### src/design/hbz_pkg.sv
/*
 * Shared constants and types of the half-band interpolator with zero stuffing.
 * Assumes one core clock at four times the input sample rate.
 */
package hbz_pkg;
    localparam int DATA_W     = 14;
    localparam int COEF_W     = 16;
    localparam int COEF_FRAC  = 14;
    localparam int NUM_TAPS   = 43;
    localparam int HIST_LEN   = 22;
    localparam int UNIQ_COEF  = 11;
    localparam int CENTER_IDX = 10;
    localparam int FIFO_DEPTH = 16;
    localparam int ACC_W      = 36;
    localparam int CORE_CLK_MHZ = 25;
    localparam int SIDE_SUM   = 8192;

    // Offset binary midscale word
    localparam logic [DATA_W-1:0] MIDSCALE = 14'h2000;
    localparam logic [DATA_W-1:0] OUT_RESET = MIDSCALE;

    // Centre tap is unity gain in the 2x path
    localparam logic signed [COEF_W-1:0] CENTER_COEF = 16'sh4000;

    // Index 0 sits farthest from the centre
    localparam logic signed [COEF_W-1:0] SIDE_COEF [UNIQ_COEF] = '{
        16'sh0003, 16'shfff6, 16'sh001d, 16'shffba,
        16'sh0096, 16'shfed9, 16'sh0220, 16'shfc3c,
        16'sh06b6, 16'shf33c, 16'sh2873
    };

    typedef enum logic [1:0] {
        PH_LOAD,
        PH_CALC,
        PH_FIRST,
        PH_GAP
    } hbz_phase_t;

    typedef struct packed {
        logic high_pass;
        logic zero_stuff;
    } hbz_mode_t;

    typedef struct packed {
        logic [DATA_W-1:0] first;
        logic [DATA_W-1:0] second;
    } hbz_pair_t;
endpackage : hbz_pkg

### src/design/hbz_fifo.sv
/*
 * Synchronous FIFO with valid/ready on both sides.
 * Assumes DEPTH is a power of two; both sides on one clock.
 */
`timescale 1ns/1ns
`default_nettype none
module hbz_fifo #(
    parameter int WIDTH = 14,
    parameter int DEPTH = 16
) (
    input  wire logic             clk_i,
    input  wire logic             rst_n_i,
    input  wire logic             wr_valid_i,
    input  wire logic [WIDTH-1:0] wr_data_i,
    output logic                  wr_ready_o,
    output logic                  rd_valid_o,
    output logic      [WIDTH-1:0] rd_data_o,
    input  wire logic             rd_ready_i
);
    localparam int AW = $clog2(DEPTH);

    if (DEPTH < 2 || (DEPTH & (DEPTH - 1)) != 0) begin : g_bad_depth
        $error("hbz_fifo: DEPTH must be a power of two");
    end

    logic [WIDTH-1:0] mem_r [DEPTH];
    logic [AW-1:0]    wr_ptr_r;
    logic [AW-1:0]    rd_ptr_r;
    logic [AW:0]      count_r;
    logic             wr_fire;
    logic             rd_fire;

    assign wr_ready_o = (count_r != (AW+1)'(DEPTH));
    assign rd_valid_o = (count_r != '0);
    assign rd_data_o  = mem_r[rd_ptr_r];
    assign wr_fire    = wr_valid_i & wr_ready_o;
    assign rd_fire    = rd_ready_i & rd_valid_o;

    always_ff @(posedge clk_i) begin
        if (wr_fire) begin
            mem_r[wr_ptr_r] <= wr_data_i;
        end
    end

    always_ff @(posedge clk_i) begin
        if (!rst_n_i) begin
            wr_ptr_r <= '0;
            rd_ptr_r <= '0;
            count_r  <= '0;
        end else begin
            if (wr_fire) begin
                wr_ptr_r <= wr_ptr_r + 1'b1;
            end
            if (rd_fire) begin
                rd_ptr_r <= rd_ptr_r + 1'b1;
            end
            if (wr_fire && !rd_fire) begin
                count_r <= count_r + 1'b1;
            end else if (rd_fire && !wr_fire) begin
                count_r <= count_r - 1'b1;
            end
        end
    end
endmodule : hbz_fifo
`default_nettype wire

### src/design/hbz_interp_top.sv
/*
 * 2x half-band interpolator with optional midscale stuffing ahead of a
 * 14-bit DAC. Assumes the core clock runs at four times the input rate
 * and that the input clock and mode pins are asynchronous to it.
 */
// Overview of operation
// RULE1 - Interpolator is a 43-tap symmetric half-band FIR.
// RULE2 - Response select low gives low-pass, high gives high-pass.
// RULE3 - Two filter outputs for every input sample taken.
// RULE4 - Zero taps stay zero; high-pass only negates the centre tap.
// RULE5 - High-pass equals low-pass impulse response mixed at half output rate.
// RULE6 - Stuff select high enables stuffing, low bypasses it.
// RULE7 - Stuffing follows every filter sample with one midscale word.
// RULE8 - Stuffing mux alternates filter and midscale at four times input rate.
// RULE9 - High-pass with stuffing equals low-pass mixed at quarter DAC rate.
// RULE10 - Data path is 14 bits wide from input to DAC.
// RULE11 - Input words captured on rising edge of the input clock.
// RULE12 - Coefficients are constants: symmetric, zero alternate taps, big centre.
`timescale 1ns/1ns
`default_nettype none
module hbz_interp_top #(
    parameter int FIFO_DEPTH = hbz_pkg::FIFO_DEPTH
) (
    input  wire logic                     CORE_CLK_I,
    input  wire logic                     RST_N_I,
    input  wire logic                     IN_CLK_I,
    input  wire logic [hbz_pkg::DATA_W-1:0] IN_DATA_I,
    input  wire logic                     FILTER_RESPONSE_SELECT_I,
    input  wire logic                     ZERO_STUFF_SELECT_I,
    output logic      [hbz_pkg::DATA_W-1:0] DAC_DATA_O,
    output logic                          DAC_STROBE_O,
    output logic                          OVERRUN_O,
    output logic                          UNDERRUN_O
);
    localparam int DW = hbz_pkg::DATA_W;
    localparam int HL = hbz_pkg::HIST_LEN;
    localparam int NU = hbz_pkg::UNIQ_COEF;
    localparam int AW = hbz_pkg::ACC_W;

    if (2 * HL - 1 != hbz_pkg::NUM_TAPS) begin : g_bad_taps
        $error("hbz_interp_top: tap count mismatch");
    end
    if (FIFO_DEPTH < 2) begin : g_bad_depth
        $error("hbz_interp_top: FIFO_DEPTH too small");
    end

    // Round, shift out the fraction, clip to the data width
    function automatic logic signed [DW-1:0] sat_round(
        input logic signed [AW-1:0] acc
    );
        logic signed [AW-1:0] sh;
        sh = (acc + AW'(1 << (hbz_pkg::COEF_FRAC - 1)))
             >>> hbz_pkg::COEF_FRAC;
        if (sh > AW'(2 ** (DW - 1) - 1)) begin
            sat_round = {1'b0, {(DW-1){1'b1}}};
        end else if (sh < -AW'(2 ** (DW - 1))) begin
            sat_round = {1'b1, {(DW-1){1'b0}}};
        end else begin
            sat_round = sh[DW-1:0];
        end
    endfunction : sat_round

    // Offset binary and two's complement differ in the top bit only
    function automatic logic [DW-1:0] flip_msb(input logic [DW-1:0] w);
        flip_msb = {~w[DW-1], w[DW-2:0]};
    endfunction : flip_msb

    // Pin synchronisers
    logic [1:0]    in_clk_sync_r;
    logic          in_clk_prev_r;
    logic [DW-1:0] in_data_s1_r;
    logic [DW-1:0] in_data_s2_r;
    logic [1:0]    hp_sync_r;
    logic [1:0]    zs_sync_r;

    always_ff @(posedge CORE_CLK_I) begin
        if (!RST_N_I) begin
            in_clk_sync_r <= '0;
            in_clk_prev_r <= 1'b0;
            in_data_s1_r  <= '0;
            in_data_s2_r  <= '0;
            hp_sync_r     <= '0;
            zs_sync_r     <= '0;
        end else begin
            in_clk_sync_r <= {in_clk_sync_r[0], IN_CLK_I};
            in_clk_prev_r <= in_clk_sync_r[1];
            in_data_s1_r  <= IN_DATA_I;
            in_data_s2_r  <= in_data_s1_r;
            hp_sync_r     <= {hp_sync_r[0], FILTER_RESPONSE_SELECT_I};
            zs_sync_r     <= {zs_sync_r[0], ZERO_STUFF_SELECT_I};
        end
    end

    // Input capture into the FIFO
    logic          fifo_wr_valid;
    logic          fifo_wr_ready;
    logic          fifo_rd_valid;
    logic          fifo_rd_ready;
    logic [DW-1:0] fifo_rd_data;

    assign fifo_wr_valid = in_clk_sync_r[1] & ~in_clk_prev_r; // RULE11

    hbz_fifo #(
        .WIDTH (DW),
        .DEPTH (FIFO_DEPTH)
    ) u_fifo (
        .clk_i      (CORE_CLK_I),
        .rst_n_i    (RST_N_I),
        .wr_valid_i (fifo_wr_valid),
        .wr_data_i  (in_data_s2_r),
        .wr_ready_o (fifo_wr_ready),
        .rd_valid_o (fifo_rd_valid),
        .rd_data_o  (fifo_rd_data),
        .rd_ready_i (fifo_rd_ready)
    );

    // Frame sequencer, one input sample per four core cycles
    hbz_pkg::hbz_phase_t phase_r;
    hbz_pkg::hbz_phase_t phase_nxt;
    hbz_pkg::hbz_mode_t  mode_r;

    always_comb begin
        case (phase_r)
            hbz_pkg::PH_LOAD:  phase_nxt = hbz_pkg::PH_CALC;
            hbz_pkg::PH_CALC:  phase_nxt = hbz_pkg::PH_FIRST;
            hbz_pkg::PH_FIRST: phase_nxt = hbz_pkg::PH_GAP;
            hbz_pkg::PH_GAP:   phase_nxt = hbz_pkg::PH_LOAD;
            default:           phase_nxt = hbz_pkg::PH_LOAD;
        endcase
    end

    always_ff @(posedge CORE_CLK_I) begin
        if (!RST_N_I) begin
            phase_r <= hbz_pkg::PH_LOAD;
        end else begin
            phase_r <= phase_nxt;
        end
    end

    // Pins are static; sampling once per frame keeps a frame coherent
    always_ff @(posedge CORE_CLK_I) begin
        if (!RST_N_I) begin
            mode_r <= '0;
        end else if (phase_r == hbz_pkg::PH_LOAD) begin
            mode_r.high_pass  <= hp_sync_r[1]; // RULE2
            mode_r.zero_stuff <= zs_sync_r[1]; // RULE6
        end
    end

    // One pop per frame: one input yields two outputs
    assign fifo_rd_ready = (phase_r == hbz_pkg::PH_LOAD); // RULE3

    // Sample history, newest at index 0
    logic signed [DW-1:0] hist_r [HL];

    always_ff @(posedge CORE_CLK_I) begin
        if (!RST_N_I) begin
            for (int i = 0; i < HL; i++) begin
                hist_r[i] <= '0;
            end
        end else if (phase_r == hbz_pkg::PH_LOAD) begin
            // Starved frames feed midscale rather than stale data
            hist_r[0] <= fifo_rd_valid ? flip_msb(fifo_rd_data) : '0; // RULE10
            for (int i = 1; i < HL; i++) begin
                hist_r[i] <= hist_r[i-1];
            end
        end
    end

    // Polyphase arithmetic
    logic signed [DW:0]   pair_sum [NU];
    logic signed [AW-1:0] side_acc;
    logic signed [AW-1:0] ctr_acc;
    logic signed [AW-1:0] coef_sum;

    always_comb begin
        side_acc = '0;
        coef_sum = '0;
        for (int i = 0; i < NU; i++) begin
            // Folded symmetric pair shares one multiplier
            pair_sum[i] = (DW+1)'(hist_r[i]) + (DW+1)'(hist_r[HL-1-i]); // RULE1
            side_acc = side_acc + AW'(pair_sum[i]) * AW'(hbz_pkg::SIDE_COEF[i]); // RULE12
            coef_sum = coef_sum + AW'(hbz_pkg::SIDE_COEF[i]);
        end
    end

    // The other phase holds only the centre tap; every other tap is zero
    always_comb begin
        ctr_acc = AW'(hist_r[hbz_pkg::CENTER_IDX]) * AW'(hbz_pkg::CENTER_COEF);
        if (mode_r.high_pass) begin
            ctr_acc = -ctr_acc; // RULE4 RULE5 RULE9
        end
    end

    hbz_pkg::hbz_pair_t pair_r;

    always_ff @(posedge CORE_CLK_I) begin
        if (!RST_N_I) begin
            pair_r.first  <= hbz_pkg::OUT_RESET;
            pair_r.second <= hbz_pkg::OUT_RESET;
        end else if (phase_r == hbz_pkg::PH_CALC) begin
            pair_r.first  <= flip_msb(sat_round(side_acc)); // RULE3
            pair_r.second <= flip_msb(sat_round(ctr_acc)); // RULE3
        end
    end

    // Output stage
    hbz_stuff_mux u_stuff (
        .clk_i    (CORE_CLK_I),
        .rst_n_i  (RST_N_I),
        .phase_i  (phase_r),
        .pair_i   (pair_r),
        .stuff_i  (mode_r.zero_stuff),
        .dac_o    (DAC_DATA_O),
        .strobe_o (DAC_STROBE_O)
    );

    // Sticky error flags, cleared only by reset
    always_ff @(posedge CORE_CLK_I) begin
        if (!RST_N_I) begin
            OVERRUN_O <= 1'b0;
        end else if (fifo_wr_valid && !fifo_wr_ready) begin
            OVERRUN_O <= 1'b1;
        end
    end

    always_ff @(posedge CORE_CLK_I) begin
        if (!RST_N_I) begin
            UNDERRUN_O <= 1'b0;
        end else if (fifo_rd_ready && !fifo_rd_valid) begin
            UNDERRUN_O <= 1'b1;
        end
    end

    logic signed [DW-1:0] odd_signed;
    assign odd_signed = flip_msb(pair_r.second);
endmodule : hbz_interp_top
`default_nettype wire

### src/design/hbz_stuff_mux.sv
/*
 * Output multiplexer: filter pair or midscale, one slot per core cycle.
 * Assumes the pair is stable from the calc phase up to the next one.
 */
`timescale 1ns/1ns
`default_nettype none
module hbz_stuff_mux (
    input  wire logic                     clk_i,
    input  wire logic                     rst_n_i,
    input  wire hbz_pkg::hbz_phase_t      phase_i,
    input  wire hbz_pkg::hbz_pair_t       pair_i,
    input  wire logic                     stuff_i,
    output logic [hbz_pkg::DATA_W-1:0]    dac_o,
    output logic                          strobe_o
);
    // Slots alternate at the core rate, four per input sample
    always_ff @(posedge clk_i) begin
        if (!rst_n_i) begin
            dac_o    <= hbz_pkg::OUT_RESET;
            strobe_o <= 1'b0;
        end else begin
            case (phase_i)
                hbz_pkg::PH_FIRST: begin
                    dac_o    <= pair_i.first;
                    strobe_o <= 1'b1;
                end
                hbz_pkg::PH_LOAD: begin
                    dac_o    <= pair_i.second;
                    strobe_o <= 1'b1;
                end
                hbz_pkg::PH_GAP, hbz_pkg::PH_CALC: begin
                    // Unstuffed: hold so the DAC sees a 2x word rate
                    dac_o    <= stuff_i ? hbz_pkg::MIDSCALE : dac_o; // RULE7 RULE8
                    strobe_o <= stuff_i; // RULE6
                end
                default: begin
                    dac_o    <= hbz_pkg::MIDSCALE;
                    strobe_o <= 1'b0;
                end
            endcase
        end
    end
endmodule : hbz_stuff_mux
`default_nettype wire
### config.mk
export PLATFORM = sky130hd
export DESIGN_NAME = hbz_interp_top
export DESIGN_NICKNAME = d
export VERILOG_FILES = /design/src/design/hbz_pkg.sv /design/src/design/hbz_fifo.sv /design/src/design/hbz_interp_top.sv /design/src/design/hbz_stuff_mux.sv
export SDC_FILE = /design/constraint.sdc
export NUM_CORES = 2
export LEC_CHECK = 0
export BUFFER_PORTS_ARGS = -buffer_cell sky130_fd_sc_hd__buf_2
export CORE_MARGIN = 2
export CORE_UTILIZATION = 50
export DETAILED_ROUTE_END_ITERATION = 16
export PLACE_DENSITY = 0.66
export SLEW_MARGIN = 25
export SYNTH_ARGS = -nofsm -noshare
export SYNTH_HDL_FRONTEND = slang
export SYNTH_SLANG_ARGS = --single-unit
### constraint.sdc
create_clock -name CORE_CLK_I -period 15.98 [get_ports CORE_CLK_I]
set_input_delay 1.598 -clock CORE_CLK_I [delete_from_list [all_inputs] [get_ports CORE_CLK_I]]
set_output_delay 1.598 -clock CORE_CLK_I [all_outputs]
set_load 0.05 [all_outputs]
======== Word level (Yosys, flattened, before mapping) ========
Memories as Yosys holds them, arrays and structs flattened. A register that Yosys moved wholly into a read port is not among the register bits.
Cells that the tools add are included.
word-level totals
  register bits ........................... 97
  RAM bits ................................ 532
  input bits .............................. 19
  output and inout bits ................... 17
  logic and storage cells ................. 156
  memories kept ........................... 2
memory list
  name          words  bits a word  read ports  clocked after memory_dff  write ports  RTL line               RTL
  hist_r        22     14           22          0                         22           hbz_interp_top.sv:154  logic signed [DW-1:0] hist_r [HL];
  u_fifo.mem_r  16     14           1           1                         1            hbz_fifo.sv:26         logic [WIDTH-1:0] mem_r [DEPTH];
operators by class
  add/sub/neg operators ................... 28
  $mul .................................... 11
  order comparisons ....................... 4
  equality and inequality tests ........... 5
  muxes and demuxes ....................... 46
  bitwise operators ....................... 29
  reductions and logical operators ........ 13
operator list
  cell                    count
  $mux 14                 32
  $add 14x14->15          11
  $mul 15x11->26 const B  2
  $mul 15x6->21 const B   2
  $pmux 14 s3             1
  $add 36x15->36 const B  1
  $mux 36                 1
  $neg 28->36             1
  $add 31x15->32 const B  1
  $add 30x30->31          1
  $add 29x28->30          1
  $mul 15x15->30 const B  1
  $add 28x27->29          1
  $add 27x26->28          1
  $add 26x26->27          1
  $add 25x25->26          1
  $add 24x24->25          1
  $mul 15x10->25 const B  1
  $add 22x23->24          1
  $mul 15x9->24 const B   1
  $mul 15x8->23 const B   1
  $add 21x21->22          1
  $gt 22x14->1 const B    1
  $lt 22x14->1 const B    1
  27 further kinds        69

======== Longest topological paths before layout ========
An unclocked memory read counts as a cell.
  word-level depth ........................ 20
  mapped depth ............................ 54
  mapped depth without buffers ............ 53

======== Modules after synthesis ========
Synthesis repeated with hierarchy kept, for this count alone.
second synthesis, totals
  cell total of the unflattened synthesis .. 5,518
  area, all modules ....................... 62,426.1 um^2
by module, submodules not included
  module          times used  cells each  area an instance (um^2)  seq. area each (um^2)
  hbz_interp_top  1           4,986       52,273.9                 10,630.2
  hbz_fifo        1           452         9,371.5                  7,066.8
  hbz_stuff_mux   1           80          780.7                    300.3

======== Worst setup path before layout ========
No wires, ideal clock.
  path kind ............................... register to register
  start point ............................. memory hist_r[3][28] (netlist bit)
  end point ............................... register pair_r[17] (netlist bit)
  setup time .............................. 0.070 ns
  data arrival time ....................... 12.700 ns
  data required time ...................... 15.910 ns
  slack ................................... 3.210 ns
  cell stages (with the launch flop) ...... 50
  buffers on the path ..................... 1
  period minus slack after synthesis ...... 12.770 ns
  path through ............................ edfxtp_1 -> ha_1 -> fa_1 -> a21o_1 -> a21oi_1 -> o21bai_1 -> a21oi_1 -> nor2b_1 -> o21a_1 -> o31a_1 -> o41ai_2 -> o221ai_1 -> inv_1 -> ha_1 -> xor2_1 -> ha_1 -> fa_1 -> fa_1 -> [... 14 more ...] -> inv_1 -> fa_1 -> inv_1 -> fa_1 -> fa_1 -> inv_1 -> ha_1 -> o21ai_0 -> nand2b_1 -> a31o_2 -> a2111o_1 -> o211a_1 -> a211o_1 -> xnor2_1 -> o211ai_2 -> buf_2 -> nand2_1 -> a21oi_1
RTL lines
  item         RTL line               RTL
  from (decl)  hbz_interp_top.sv:154
  to (decl)    hbz_interp_top.sv:195  hbz_pkg::hbz_pair_t pair_r;

==> flow_metrics.py <==
metrics = {
    "status": {
        "outcome": "complete, no violations",
    },
    "finish": {
        "most_frequent_cells_in_the_layout": "sky130_fd_sc_hd__inv_1 (1211), sky130_fd_sc_hd__ha_1 (858), sky130_fd_sc_hd__fa_1 (753)",
        "stdcell_area_um2": 67200,
        "seqCellArea_um2": 18000,
        "fill_cells": 10600,
        "multi_input_area_um2": 39600,
        "nets": 7214,
        "layout.cells.most_common": "sky130_fd_sc_hd__inv_1",
        "syn2layout_area_growth_pct": 7.60,
        "layout-drive-gt1-share_pct": 5.83,
        "diodes": 0,
    },
    "grt": {
        "vias_in_the_first_global_route": 40900,
        "grt_first_pass_wirelength_um": 243000,
        "grt_start_max_net_pins": 154,
        "grt_overflow_total": 0,
        "global_route.usage.total_pct": 25.4,
        "grt_antenna_before_repair": 3,
    },
    "cts": {
        "post-cts-setup-buffer-count": 0,
        "clkLatencyLatePin_ns": 0.67,
        "post_cts_sizing": 0,
        "clkSinkCount": 633,
        "postCtsHoldBufs": 0,
        "clockBufferDepth": 3,
        "cts_root_buf": "sky130_fd_sc_hd__clkbuf_16",
        "tritoncts_clock_tree": "done",
        "ctsHtreeMaxLevel": 3,
        "clkTransAtPathRegs_ns": 0.06,
        "cts-buffers-inserted": 69,
    },
    "worst_setup_path": {
        "most_numerous_cell_on_the_critical_path": "sky130_fd_sc_hd__fa_1",
        "crit_arrival_ns": 14.40,
        "critical_path_peak_fanout": 13,
        "reg2reg_slack_ns": 2.10,
        "worst_r2r_startpoint": "hist_r[3][28]$_SDFFCE_PN0P_",
        "timing.critical_path.slowest_stage_cell": "sky130_fd_sc_hd__fa_1",
        "setup.worst_path.start_class": "flip-flop",
        "critPathKind": "reg -> reg",
        "reg2reg_to": "pair_r[15]$_SDFFE_PN0P_",
        "register_to_register_path_depth": 48,
        "timing.critical_path.to_type": "flip-flop",
        "critical-path-max-stage-delay_ns": 0.56,
        "crit_required_ns": 16.51,
    },
    "die": {
        "die_w_um": 357,
        "start_util_pct": 50.4,
        "core-area_um2": 124000,
        "chipHeight_um": 357,
        "design.portCount": 36,
        "dieArea_um2": 128000,
        "rows": 129,
    },
    "detailed_routing": {
        "vias": 39300,
        "drc": 0,
        "postRouteWirelength_um": 157000,
        "detail_route.vias_per_cell": 5.41,
        "initialDrtViolationCount": 2948,
        "routedWlPerCell_um": 21.5,
        "drt-pass1-iter-count": 5,
        "drtAntennaViolNets": 0,
    },
    "logic_synthesis": {
        "synth_enable_flop_cells": 532,
        "async_reset_ff_share_pct": 0,
        "synth_cell_type_count": 81,
        "synth.ff_latch_count": 633,
        "mappedNetlistNets": 7160,
        "dominant_register_cell_in_the_synthesized_netlist": "sky130_fd_sc_hd__edfxtp_1",
        "synth_sequential_area_ratio_pct": 28.8,
        "syn-cell-area_um2": 62400,
        "post_syn_instances": 5529,
        "ys.warnings.count": 0,
        "mean_instance_size_in_the_synthesized_netlist_um2": 11.3,
    },
    "placement": {
        "post_dp_hpwl_um": 129000,
        "dpl-instance-area_um2": 64900,
        "routabilityCongestion": 0.931,
        "numPortBuffers": 35,
    },
    "job": {
        "max_cap_viol": 0,
    },
    "sta": {
        "slew_violations": 0,
        "report.final.setup_viol": 0,
        "unrepaired_setup_endpoints_after_global_routing": "no",
        "achievable-frequency_ghz": 0.0721,
        "final-hold-violation-count": 0,
        "worst_clock_skew_ns": 0.0493,
        "slew-limit-headroom_pct": 33.3,
        "max_slew.worst_pin.slew_ns": 0.996,
        "finalCritPeriodShare_pct": 86.8,
        "setup_total_negative_slack_ns": 0,
        "fin_crit_ns": 13.88,
    },
    "min_path": {
        "min-delay-path-class": "reg -> reg",
        "timing.hold.worst.start": "in_data_s1_r[12]$_SDFF_PN0_",
        "min_delay_path_depth": 1,
        "worstHoldEndpoint": "in_data_s2_r[12]$_SDFF_PN0_",
    },
}
==> per-layer routing <==
| metal | vias to the layer above | wire (µm) | share of wire (%) | track usage [%] |
|---|---|---|---|---|
| met5 | - | 0 | 0 | 0 |
| met2 | 952 | 70000 | 45 | 39.4 |
| met3 | 160 | 10100 | 6.5 | 4.37 |
| li1 | 18400 | - | - | - |
| met1 | 19800 | 72700 | 46 | 37.4 |
| met4 | 0 | 3840 | 2.5 | 6.09 |
==> stage by stage <==
step,hold WS [ns],util [%],std cells,setup slack [ns]
6_report,0.431,54.3,7276,2.10
5_1_grt,0.441,54.3,7276,1.21
4_1_cts,0.437,54.3,7276,2.14
3_5_place_dp,0.421,52.4,7149,2.20
3_3_place_gp,0.413,52.4,7145,2.33
2_1_floorplan,0.412,-,5529,3.21
==> synth_stat cells, types with 22 or more instances <==
cell	instances	share of area, %
sky130_fd_sc_hd__inv_1	1211	7.3
sky130_fd_sc_hd__or3_1	25	0.25
sky130_fd_sc_hd__and2_1	112	1.1
sky130_fd_sc_hd__nand2_1	145	0.87
sky130_fd_sc_hd__xnor2_1	218	3.1
sky130_fd_sc_hd__nand2b_1	29	0.29
sky130_fd_sc_hd__a21o_1	78	0.94
sky130_fd_sc_hd__nor2_1	141	0.85
sky130_fd_sc_hd__nand3_1	41	0.33
sky130_fd_sc_hd__nor2b_1	45	0.45
sky130_fd_sc_hd__nor3_1	72	0.58
sky130_fd_sc_hd__o21bai_1	44	0.53
sky130_fd_sc_hd__mux4_2	70	2.5
sky130_fd_sc_hd__o21ai_0	129	1.0
sky130_fd_sc_hd__a21oi_1	194	1.6
sky130_fd_sc_hd__fa_1	753	24
sky130_fd_sc_hd__clkbuf_1	99	0.60
sky130_fd_sc_hd__mux2i_1	22	0.35
sky130_fd_sc_hd__dfxtp_1	101	3.2
sky130_fd_sc_hd__ha_1	859	17
sky130_fd_sc_hd__edfxtp_1	532	26
sky130_fd_sc_hd__and3_1	270	2.7
sky130_fd_sc_hd__xor2_1	102	1.4
==> critical path: cells and delay by family (launching register included) <==
family	cells	cell delay, ns
AND/OR/NAND/NOR	4	0.44
flip-flops	1	0.39
AO/OA/AOI/OAI	19	4.52
adder cells (fa/ha/maj)	17	7.32
buffers and inverters	6	0.76
XOR/XNOR	2	0.27
==> logic make-up after synthesis <==
family                     after synthesis  share of synthesized area [%]
buffers and inverters                 1321                           7.95
AOI/OAI and AO/OA                      624                           6.46
adders and majority gates             1612                           41.4
and+or+nand+nor                        924                           7.96
DFF                                    633                           28.8
muxes                                   94                           2.91
xor gates and xnor gates               321                           4.53
==> worst max path at each step <==
| stage | startpoint | endpoint | depth (start not counted) |
|---|---|---|---|
| after floorplan | hist_r[3][28]$_SDFFCE_PN0P_ | pair_r[17]$_SDFFE_PN0P_ | 49 |
| after global placement | hist_r[3][28]$_SDFFCE_PN0P_ | pair_r[15]$_SDFFE_PN0P_ | 48 |
| after detailed placement | hist_r[3][28]$_SDFFCE_PN0P_ | pair_r[19]$_SDFFE_PN0P_ | 45 |
| after CTS | hist_r[3][28]$_SDFFCE_PN0P_ | pair_r[15]$_SDFFE_PN0P_ | 45 |
| after global routing | hist_r[3][28]$_SDFFCE_PN0P_ | pair_r[16]$_SDFFE_PN0P_ | 45 |
| final | hist_r[3][28]$_SDFFCE_PN0P_ | pair_r[15]$_SDFFE_PN0P_ | 48 |
==> sequential cells by signal, indices dropped and copies added (netlist names), 4 cells and up, named ones only <==
name,flops
u_stuff.dac_o,14
in_data_s1_r,14
odd_signed,13
pair_r,15
u_fifo.mem_r,224
u_fifo.wr_ptr_r,4
in_data_s2_r,14
u_fifo.rd_ptr_r,4
hist_r,308
u_fifo.count_r,5
==> cell type report <==
type / count / area share [%]
repair buffers: 92 / 0.989
well taps: 1637 / 3.05
multi-input cells: 3575 / 59.0
inverters: 1212 / 6.77
clock inverters: 39 / 0.702
clock buffers: 88 / 2.74
flip-flops and latches: 633 / 26.8
Power is left out: the tool's default activity adds up to more than one toggle a clock period on the data nets, which glitch-free logic cannot reach.
